File: config.mk
export PLATFORM = sky130hd
export DESIGN_NAME = pced_top
export DESIGN_NICKNAME = d
export VERILOG_FILES = /design/src/logic/pced_pkg.sv /design/src/logic/pced_top.sv /design/src/logic/pced_edge_cell.sv
export SDC_FILE = /design/constraint.sdc
export NUM_CORES = 1
export LEC_CHECK = 0
export ABC_AREA = 0
export BUFFER_PORTS_ARGS = -buffer_cell sky130_fd_sc_hd__clkbuf_2
export CAP_MARGIN = 20
export CORE_MARGIN = 1
export CORE_UTILIZATION = 51
export DETAILED_ROUTE_END_ITERATION = 8
export PLACE_DENSITY_LB_ADDON = 0.2
export SLEW_MARGIN = 25
export SYNTH_ARGS = -nofsm -noshare
export SYNTH_HDL_FRONTEND = slang
export SYNTH_SLANG_ARGS = --single-unit
export TNS_END_PERCENT = 10
File: constraint.sdc
create_clock -name aclk -period 2.9 [get_ports aclk]
set_input_delay 0 -clock aclk [delete_from_list [all_inputs] [get_ports aclk]]
set_output_delay 0 -clock aclk [all_outputs]
set_load 0.02 [all_outputs]
File: src/logic/pced_pkg.sv
// Package with register map, field layout and bus constants of the pin change edge detector
package pced_pkg;

  localparam int ADDR_W = 8;

  localparam logic [7:0] OFF_PA_RISE  = 8'h00;
  localparam logic [7:0] OFF_PA_FALL  = 8'h04;
  localparam logic [7:0] OFF_PA_FLAGS = 8'h08;
  localparam logic [7:0] OFF_PB_RISE  = 8'h0c;
  localparam logic [7:0] OFF_PB_FALL  = 8'h10;
  localparam logic [7:0] OFF_PB_FLAGS = 8'h14;
  localparam logic [7:0] OFF_ICR      = 8'h18;
  localparam logic [7:0] OFF_IRQ_STAT = 8'h1c;
  localparam logic [7:0] OFF_IRQ_MASK = 8'h20;

  // Implemented bit positions of each port
  localparam logic [7:0] PA_MASK = 8'h3b;
  localparam logic [7:0] PB_MASK = 8'hf0;

  localparam int ICR_SUM_BIT = 0;
  localparam int ICR_EN_BIT  = 3;

  localparam int EV_PA_BIT = 0;
  localparam int EV_PB_BIT = 1;
  localparam int EV_W      = 2;

  localparam logic [7:0]  BYTE_ZERO = 8'h00;
  localparam logic [31:0] WORD_ZERO = 32'h0000_0000;
  localparam logic [1:0]  EV_ZERO   = 2'h0;

  localparam logic [1:0] RESP_OKAY   = 2'h0;
  localparam logic [1:0] RESP_SLVERR = 2'h2;

  typedef struct packed {
    logic [7:0] rise;
    logic [7:0] fall;
    logic [7:0] flags;
  } pced_port_t;

  localparam pced_port_t PORT_RESET = '{rise: 8'h00, fall: 8'h00, flags: 8'h00};

  typedef enum logic [1:0] {
    RD_IDLE = 2'h1,
    RD_DATA = 2'h2
  } pced_rd_state_t;

endpackage : pced_pkg

File: src/logic/pced_top.sv
// Pin change edge detector with AXI4-Lite register slave and interrupt logic
// Functional notes
// - Port A bits 5:3,1:0 detect rising edges only when rise enable bit set.
// - Port A bits 5:3,1:0 detect falling edges only when fall enable bit set.
// - Port B bits 7:4 detect rising edges only when rise enable bit set.
// - Port B bits 7:4 detect falling edges only when fall enable bit set.
// - Enabled rising or falling edge sets the pin flag; both enables allow either.
// - With both enables clear, pin activity never sets that pin's flag.
// - Any enabled edge setting a pin flag also sets the summary flag.
// - Flags set by hardware, software may read and write, zero clears.
// - Flag one means enabled change seen; zero means none or cleared.
// - Unimplemented bits of enable and flag registers always read zero.
// - All enable and flag bits reset to zero.
// - Summary flag is OR of all pin flags, falls when all cleared.
// - Detection continues regardless of interrupt enable; enable gates only the request.
// - Edge during a clearing write leaves the flag set.
// - With interrupt enable set, an enabled edge raises wake after flags update.
`timescale 1ns/1ps
module pced_top #(
  parameter bit HAS_PORTB = 1'b1
) (
  input  wire logic                       aclk,
  input  wire logic                       aresetn,
  input  wire logic [7:0]                 porta_pin,
  input  wire logic [7:0]                 portb_pin,
  input  wire logic [pced_pkg::ADDR_W-1:0] s_axi_awaddr,
  input  wire logic [2:0]                 s_axi_awprot,
  input  wire logic                       s_axi_awvalid,
  output logic                            s_axi_awready,
  input  wire logic [31:0]                s_axi_wdata,
  input  wire logic [3:0]                 s_axi_wstrb,
  input  wire logic                       s_axi_wvalid,
  output logic                            s_axi_wready,
  output logic [1:0]                      s_axi_bresp,
  output logic                            s_axi_bvalid,
  input  wire logic                       s_axi_bready,
  input  wire logic [pced_pkg::ADDR_W-1:0] s_axi_araddr,
  input  wire logic [2:0]                 s_axi_arprot,
  input  wire logic                       s_axi_arvalid,
  output logic                            s_axi_arready,
  output logic [31:0]                     s_axi_rdata,
  output logic [1:0]                      s_axi_rresp,
  output logic                            s_axi_rvalid,
  input  wire logic                       s_axi_rready,
  output logic                            change_summary_flag,
  output logic                            irq,
  output logic                            wake_req
);

  pced_pkg::pced_port_t       pa;
  pced_pkg::pced_port_t       pb;
  logic                       change_irq_enable;
  logic [pced_pkg::EV_W-1:0]  irq_status;
  logic [pced_pkg::EV_W-1:0]  irq_mask;

  logic [7:0]                 pa_rise;
  logic [7:0]                 pa_fall;
  logic [7:0]                 pb_rise;
  logic [7:0]                 pb_fall;
  logic [7:0]                 pa_set;
  logic [7:0]                 pb_set;
  logic [7:0]                 next_pa_flags;
  logic [7:0]                 next_pb_flags;
  logic [pced_pkg::EV_W-1:0]  ev_set;

  logic                       aw_got;
  logic                       w_got;
  logic [pced_pkg::ADDR_W-1:0] aw_addr;
  logic [31:0]                w_data;
  logic [3:0]                 w_strb;
  logic                       wr_do;
  logic                       wr_byte;
  logic                       wr_hit;
  pced_pkg::pced_rd_state_t   rd_state;
  logic [31:0]                rd_word;
  logic                       rd_hit;

  // Edge detection cells
  genvar gi;
  generate
    for (gi = 0; gi < 8; gi++) begin : g_pa
      pced_edge_cell u_cell (
        .aclk    (aclk),
        .aresetn (aresetn),
        .pin     (porta_pin[gi]),
        .rise    (pa_rise[gi]),
        .fall    (pa_fall[gi])
      );
    end
    if (HAS_PORTB) begin : g_pb_on
      for (gi = 0; gi < 8; gi++) begin : g_pb
        pced_edge_cell u_cell (
          .aclk    (aclk),
          .aresetn (aresetn),
          .pin     (portb_pin[gi]),
          .rise    (pb_rise[gi]),
          .fall    (pb_fall[gi])
        );
      end
    end else begin : g_pb_off
      assign pb_rise = pced_pkg::BYTE_ZERO;
      assign pb_fall = pced_pkg::BYTE_ZERO;
    end
  endgenerate

  // Flags set whether or not the interrupt enable is on
  assign pa_set = ((pa_rise & pa.rise) | (pa_fall & pa.fall)) & pced_pkg::PA_MASK;
  assign pb_set = ((pb_rise & pb.rise) | (pb_fall & pb.fall)) & pced_pkg::PB_MASK;

  assign wr_do   = aw_got & w_got & ~s_axi_bvalid;
  assign wr_byte = wr_do & w_strb[0];

  // Set wins over the written value, so no edge is lost while clearing
  always_comb begin
    next_pa_flags = pa.flags;
    next_pb_flags = pb.flags;
    if (wr_byte && aw_addr == pced_pkg::OFF_PA_FLAGS) begin
      next_pa_flags = w_data[7:0];
    end
    if (wr_byte && aw_addr == pced_pkg::OFF_PB_FLAGS) begin
      next_pb_flags = w_data[7:0];
    end
    next_pa_flags = (next_pa_flags | pa_set) & pced_pkg::PA_MASK;
    next_pb_flags = (next_pb_flags | pb_set) & pced_pkg::PB_MASK;
    if (!HAS_PORTB) begin
      next_pb_flags = pced_pkg::BYTE_ZERO;
    end
  end

  assign ev_set[pced_pkg::EV_PA_BIT] = |pa_set;
  assign ev_set[pced_pkg::EV_PB_BIT] = |pb_set;

  // Enable registers
  always_ff @(posedge aclk) begin
    if (!aresetn) begin
      pa.rise           <= pced_pkg::PORT_RESET.rise;
      pa.fall           <= pced_pkg::PORT_RESET.fall;
      pb.rise           <= pced_pkg::PORT_RESET.rise;
      pb.fall           <= pced_pkg::PORT_RESET.fall;
      change_irq_enable <= 1'b0;
      irq_mask          <= pced_pkg::EV_ZERO;
    end else if (wr_byte) begin
      if (aw_addr == pced_pkg::OFF_PA_RISE) begin
        pa.rise <= w_data[7:0] & pced_pkg::PA_MASK;
      end else if (aw_addr == pced_pkg::OFF_PA_FALL) begin
        pa.fall <= w_data[7:0] & pced_pkg::PA_MASK;
      end else if (aw_addr == pced_pkg::OFF_PB_RISE && HAS_PORTB) begin
        pb.rise <= w_data[7:0] & pced_pkg::PB_MASK;
      end else if (aw_addr == pced_pkg::OFF_PB_FALL && HAS_PORTB) begin
        pb.fall <= w_data[7:0] & pced_pkg::PB_MASK;
      end else if (aw_addr == pced_pkg::OFF_ICR) begin
        change_irq_enable <= w_data[pced_pkg::ICR_EN_BIT];
      end else if (aw_addr == pced_pkg::OFF_IRQ_MASK) begin
        irq_mask <= w_data[pced_pkg::EV_W-1:0];
      end
    end
  end

  // Flags, summary, event status and request outputs
  always_ff @(posedge aclk) begin
    if (!aresetn) begin
      pa.flags            <= pced_pkg::PORT_RESET.flags;
      pb.flags            <= pced_pkg::PORT_RESET.flags;
      change_summary_flag <= 1'b0;
      irq_status          <= pced_pkg::EV_ZERO;
      irq                 <= 1'b0;
      wake_req            <= 1'b0;
    end else begin
      pa.flags            <= next_pa_flags;
      pb.flags            <= next_pb_flags;
      change_summary_flag <= |{next_pa_flags, next_pb_flags};
      if (wr_byte && aw_addr == pced_pkg::OFF_IRQ_STAT) begin
        irq_status <= (irq_status & ~w_data[pced_pkg::EV_W-1:0]) | ev_set;
      end else begin
        irq_status <= irq_status | ev_set;
      end
      // Enable gates only the request, never the detection
      irq      <= (change_irq_enable & change_summary_flag) | (|(irq_status & irq_mask));
      // Follows the summary, so the flags are already updated when wake rises
      wake_req <= change_irq_enable & change_summary_flag;
    end
  end

  // AXI4-Lite write channel: address and data taken in either order
  assign wr_hit = aw_addr == pced_pkg::OFF_PA_RISE || aw_addr == pced_pkg::OFF_PA_FALL ||
                  aw_addr == pced_pkg::OFF_PA_FLAGS || aw_addr == pced_pkg::OFF_PB_RISE ||
                  aw_addr == pced_pkg::OFF_PB_FALL || aw_addr == pced_pkg::OFF_PB_FLAGS ||
                  aw_addr == pced_pkg::OFF_ICR || aw_addr == pced_pkg::OFF_IRQ_STAT ||
                  aw_addr == pced_pkg::OFF_IRQ_MASK;

  always_ff @(posedge aclk) begin
    if (!aresetn) begin
      aw_got        <= 1'b0;
      w_got         <= 1'b0;
      aw_addr       <= pced_pkg::BYTE_ZERO;
      w_data        <= pced_pkg::WORD_ZERO;
      w_strb        <= 4'h0;
      s_axi_awready <= 1'b0;
      s_axi_wready  <= 1'b0;
      s_axi_bvalid  <= 1'b0;
      s_axi_bresp   <= pced_pkg::RESP_OKAY;
    end else begin
      if (s_axi_awvalid && s_axi_awready) begin
        aw_got        <= 1'b1;
        aw_addr       <= {s_axi_awaddr[pced_pkg::ADDR_W-1:2], 2'h0};
        s_axi_awready <= 1'b0;
      end else if (!aw_got && !s_axi_bvalid) begin
        s_axi_awready <= 1'b1;
      end
      if (s_axi_wvalid && s_axi_wready) begin
        w_got        <= 1'b1;
        w_data       <= s_axi_wdata;
        w_strb       <= s_axi_wstrb;
        s_axi_wready <= 1'b0;
      end else if (!w_got && !s_axi_bvalid) begin
        s_axi_wready <= 1'b1;
      end
      if (wr_do) begin
        aw_got       <= 1'b0;
        w_got        <= 1'b0;
        s_axi_bvalid <= 1'b1;
        s_axi_bresp  <= wr_hit ? pced_pkg::RESP_OKAY : pced_pkg::RESP_SLVERR;
      end else if (s_axi_bvalid && s_axi_bready) begin
        s_axi_bvalid <= 1'b0;
      end
    end
  end

  // Read decode; unmapped addresses answer with SLVERR and zero data
  always_comb begin
    rd_word = pced_pkg::WORD_ZERO;
    rd_hit  = 1'b1;
    if (s_axi_araddr[pced_pkg::ADDR_W-1:2] == pced_pkg::OFF_PA_RISE[pced_pkg::ADDR_W-1:2]) begin
      rd_word[7:0] = pa.rise;
    end else if (s_axi_araddr[pced_pkg::ADDR_W-1:2] == pced_pkg::OFF_PA_FALL[pced_pkg::ADDR_W-1:2]) begin
      rd_word[7:0] = pa.fall;
    end else if (s_axi_araddr[pced_pkg::ADDR_W-1:2] == pced_pkg::OFF_PA_FLAGS[pced_pkg::ADDR_W-1:2]) begin
      rd_word[7:0] = pa.flags;
    end else if (s_axi_araddr[pced_pkg::ADDR_W-1:2] == pced_pkg::OFF_PB_RISE[pced_pkg::ADDR_W-1:2]) begin
      rd_word[7:0] = pb.rise;
    end else if (s_axi_araddr[pced_pkg::ADDR_W-1:2] == pced_pkg::OFF_PB_FALL[pced_pkg::ADDR_W-1:2]) begin
      rd_word[7:0] = pb.fall;
    end else if (s_axi_araddr[pced_pkg::ADDR_W-1:2] == pced_pkg::OFF_PB_FLAGS[pced_pkg::ADDR_W-1:2]) begin
      rd_word[7:0] = pb.flags;
    end else if (s_axi_araddr[pced_pkg::ADDR_W-1:2] == pced_pkg::OFF_ICR[pced_pkg::ADDR_W-1:2]) begin
      rd_word[pced_pkg::ICR_SUM_BIT] = change_summary_flag;
      rd_word[pced_pkg::ICR_EN_BIT]  = change_irq_enable;
    end else if (s_axi_araddr[pced_pkg::ADDR_W-1:2] == pced_pkg::OFF_IRQ_STAT[pced_pkg::ADDR_W-1:2]) begin
      rd_word[pced_pkg::EV_W-1:0] = irq_status;
    end else if (s_axi_araddr[pced_pkg::ADDR_W-1:2] == pced_pkg::OFF_IRQ_MASK[pced_pkg::ADDR_W-1:2]) begin
      rd_word[pced_pkg::EV_W-1:0] = irq_mask;
    end else begin
      rd_hit = 1'b0;
    end
  end

  // AXI4-Lite read channel
  always_ff @(posedge aclk) begin
    if (!aresetn) begin
      rd_state      <= pced_pkg::RD_IDLE;
      s_axi_arready <= 1'b0;
      s_axi_rvalid  <= 1'b0;
      s_axi_rdata   <= pced_pkg::WORD_ZERO;
      s_axi_rresp   <= pced_pkg::RESP_OKAY;
    end else begin
      case (rd_state)
        pced_pkg::RD_IDLE: begin
          if (s_axi_arvalid && s_axi_arready) begin
            s_axi_arready <= 1'b0;
            s_axi_rvalid  <= 1'b1;
            s_axi_rdata   <= rd_word;
            s_axi_rresp   <= rd_hit ? pced_pkg::RESP_OKAY : pced_pkg::RESP_SLVERR;
            rd_state      <= pced_pkg::RD_DATA;
          end else begin
            s_axi_arready <= 1'b1;
          end
        end
        pced_pkg::RD_DATA: begin
          if (s_axi_rready) begin
            s_axi_rvalid <= 1'b0;
            rd_state     <= pced_pkg::RD_IDLE;
          end
        end
        default: begin
          rd_state <= pced_pkg::RD_IDLE;
        end
      endcase
    end
  end

endmodule : pced_top

File: src/logic/pced_edge_cell.sv
// One monitored pin: two-stage synchroniser and edge detector
`timescale 1ns/1ps
module pced_edge_cell (
  input  wire logic aclk,
  input  wire logic aresetn,
  input  wire logic pin,
  output logic      rise,
  output logic      fall
);

  logic sync_a;
  logic sync_b;
  logic prev;

  always_ff @(posedge aclk) begin
    if (!aresetn) begin
      sync_a <= 1'b0;
      sync_b <= 1'b0;
      prev   <= 1'b0;
    end else begin
      sync_a <= pin;
      sync_b <= sync_a;
      prev   <= sync_b;
    end
  end

  // Compare the settled sample against the one before it
  assign rise = sync_b & ~prev;
  assign fall = ~sync_b & prev;

endmodule : pced_edge_cell

==> flow_metrics.tcl <==
set metrics [dict create \
    timing.max_slew.rel_slack_pct 51.8 \
    num_rows 31 \
    postSynthRegisterBits 94 \
    synth_top_cell_area_share_pct 46.9 \
    run_status "completed" \
    die_width_um 90.7 \
    power.density_nw_per_um2 525 \
    fin_cells 640 \
    cap_violations 0 \
    first_global_vias 3192 \
    global_routing_met1_resource_utilization_pct 29.6 \
    antenna_left 0 \
    avgSynthCellArea_um2 8.65 \
    area_growth_syn_to_layout_pct 18.0 \
    final_cell_mix "94 x sky130_fd_sc_hd__dfxtp_1, 52 x sky130_fd_sc_hd__nor2_1, 52 x sky130_fd_sc_hd__clkbuf_2" \
    critical_path_arrival_ns 2.45 \
    max-vdd-ir-drop_v 0.000338 \
    multi_input_comb_area_um2 1900 \
    tritoncts "yes" \
    gp_congestion 0.855 \
    vias 3381 \
    antennaDiodeCount 0 \
    yosys.area.top_type "sky130_fd_sc_hd__dfxtp_1" \
    grt_antenna_before_repair 0 \
    post_synth_inst_count 464 \
    io_buffers 52 \
    power_leakage_uw 0.00185 \
    grt_max_degree 33 \
    netlist_area_um2 4010 \
    dieArea_um2 8230 \
    maxClockFrequency_ghz 0.455 \
    core-area_um2 7450 \
    totalWireLength_um 8820 \
    worst_slew_pin_slew_ns 0.718 \
    finalSetupViolCount 0 \
    unrepaired_setup_endpoints_after_global_routing "no" \
    period_share_pct 75.8 \
    synth.yosys.warnings 0 \
    worstSetupPathType "reg2reg" \
    timing_hold_violations_final 0 \
    clk_path_buf_depth 2 \
    detailedPlacementHpwl_um 6000 \
    asyncSetResetFlopFracSynth_pct 0 \
    gr-max-usage-layer "met2" \
    timing_max_transition_violations_final 0 \
    use_met3_pct 3.11 \
    ys_dominant_reg_cell "sky130_fd_sc_hd__dfxtp_1" \
    layout.cells.most_common "sky130_fd_sc_hd__dfxtp_1" \
    gr-total-overflow 0 \
    final_nets 617 \
    path_max_fanout 5 \
    synth_edf_count 0 \
    initial_core_util_pct 53.9 \
    timing.critical_path.to_type "flop" \
    grt_first_pass_wirelength_um 14800 \
    root_buffer "sky130_fd_sc_hd__clkbuf_8" \
    post_drt_via_cell_ratio 5.28 \
    yosysSeqAreaShare_pct 46.9 \
    place_inst 592 \
    die_h_um 90.7 \
    timing.setup.tns_ns 0 \
    htreeDepth 3 \
    insertion_delay_ns 0.37 \
    kind_of_launch_point_of_the_worst_setup_path "flop" \
    synth_area_leaders "sky130_fd_sc_hd__dfxtp_1 47%, sky130_fd_sc_hd__mux2i_1 6.0%, sky130_fd_sc_hd__buf_4 5.1%, sky130_fd_sc_hd__nor2_1 4.9%, sky130_fd_sc_hd__a21oi_1 4.7%" \
    filler_cell_count 673 \
    drt_pre_antenna_iters 4 \
    fin_worst_skew_ns 0.0106 \
    hold_class "in2reg" \
    drive_above_1_share_pct 14.6 \
    cts_setup_buffers 0 \
    design.portCount 125 \
    required_ns 3.15 \
    synthDistinctLibCells 47 \
    grtUsageTotal_pct 22.6 \
    global_route.usage.met2_pct 37.2 \
    number_of_drc_violations_after_detailed_routing_iteration_0 153 \
    cts_made_buffers 9 \
    wl_per_cell_um 13.8 \
    drc 0 \
    layout.area.seq_um2 1880 \
    clkTransAtPathRegs_ns 0.09 \
    final_period_minus_worst_setup_slack_ns 2.20 \
    clock_sink_count 94 \
]
==> layer usage <==
metal  wire length [um]  share of wire [%]
met1               4050                 46
met2               4140                 47
met3                453                5.1
met4                178                2.0
met5                  0                  0
==> repair_timing <==
action	in CTS	in global routing
resized for setup	0	0
hold endpoints to repair	25	0
hold buffers	32	0
==> metrics by stage <==
stage | hold WS (ns) | utilization, % | power [uW] | cell area, um2 | worst slack, ns
final | 0.00985 | 63.6 | 2480 | 4740 | 0.703
after CTS | 0.000444 | 63.6 | 2500 | 4740 | 0.715
after floorplan | 0.127 | - | 1570 | 4110 | 0.914
after global routing | 0.0424 | 63.6 | 2600 | 4740 | 0.637
after detailed placement | 0.209 | 56.6 | 1610 | 4220 | 0.753
after global placement | 0.205 | 56.6 | 1600 | 4220 | 0.755
==> layout make-up <==
| class | count | share of cell area (%) |
|---|---|---|
| timing repair buffer | 87 | 12.7 |
| tap | 99 | 2.62 |
| clock buffer | 11 | 2.99 |
| inverter | 8 | 0.634 |
| clock inverter | 5 | 1.24 |
| sequential | 94 | 39.7 |
| multi-input combinational | 336 | 40.1 |
==> power breakdown <==
group          internal, uW  leakage, uW  total (uW)  switching [uW]
registers              1330     0.000765        1370            44.6
logic                  94.2     0.000992         237             143
clock network           422    0.0000955         872             450
total                  1850      0.00185        2480             638
==> cells by family after synthesis <==
kind of cell / Yosys count / share of synthesized area, %
and+or+nand+nor: 206 / 26.5
DFF: 94 / 46.9
AOI/OAI and AO/OA: 76 / 11.4
buffers and inverters: 60 / 8.26
muxes: 27 / 6.83
other: 1 / 0.0935
==> synthesized netlist by cell type, types with 4 or more instances <==
master	n
sky130_fd_sc_hd__mux2i_1	24
sky130_fd_sc_hd__nor4_1	4
sky130_fd_sc_hd__clkbuf_1	21
sky130_fd_sc_hd__dfxtp_1	94
sky130_fd_sc_hd__buf_4	27
sky130_fd_sc_hd__a21oi_1	38
sky130_fd_sc_hd__inv_1	7
sky130_fd_sc_hd__nand2_1	41
sky130_fd_sc_hd__nand3b_1	10
sky130_fd_sc_hd__and2_1	27
sky130_fd_sc_hd__a211oi_1	8
sky130_fd_sc_hd__buf_2	4
sky130_fd_sc_hd__nand3_1	22
sky130_fd_sc_hd__nor3_1	14
sky130_fd_sc_hd__nand2b_1	7
sky130_fd_sc_hd__nand4_1	6
sky130_fd_sc_hd__nor2_1	52
sky130_fd_sc_hd__nor2b_1	5
sky130_fd_sc_hd__o21ai_0	12
==> flip-flops by register name, indices dropped and copies added, names as in the netlist, 2 cells and up <==
| register | cells |
|---|---|
| pa | 15 |
| w_data | 7 |
| g_pb_on.g_pb.u_cell.prev | 4 |
| s_axi_rdata | 7 |
| irq_mask | 2 |
| rd_state | 2 |
| g_pa.u_cell.prev | 5 |
| g_pa.u_cell.sync_a | 5 |
| pb | 12 |
| g_pa.u_cell.sync_b | 5 |
| irq_status | 2 |
| aw_addr | 6 |
| g_pb_on.g_pb.u_cell.sync_a | 4 |
| g_pb_on.g_pb.u_cell.sync_b | 4 |
==> critical path, cell delays in order, from the launching register on <==
cell and delay, ns:
sky130_fd_sc_hd__dfxtp_1 0.35, sky130_fd_sc_hd__or4_1 0.57, sky130_fd_sc_hd__or2_1 0.31, sky130_fd_sc_hd__nor3_2 0.53, sky130_fd_sc_hd__mux2i_1 0.27, sky130_fd_sc_hd__nor2_1 0.05
==> path summary, 6_finish.rpt <==
path	end	start	cells after the start	slack, ns
max	pa[20]	aw_addr[7]	5	0.70
min	s_axi_awready	s_axi_awvalid	4	0.01
max reg2reg	pa[20]	aw_addr[7]	5	0.70
min reg2reg	g_pa[5].u_cell.sync_b	g_pa[5].u_cell.sync_a	1	0.44
Note: power is estimated with default switching activity, not from simulation.
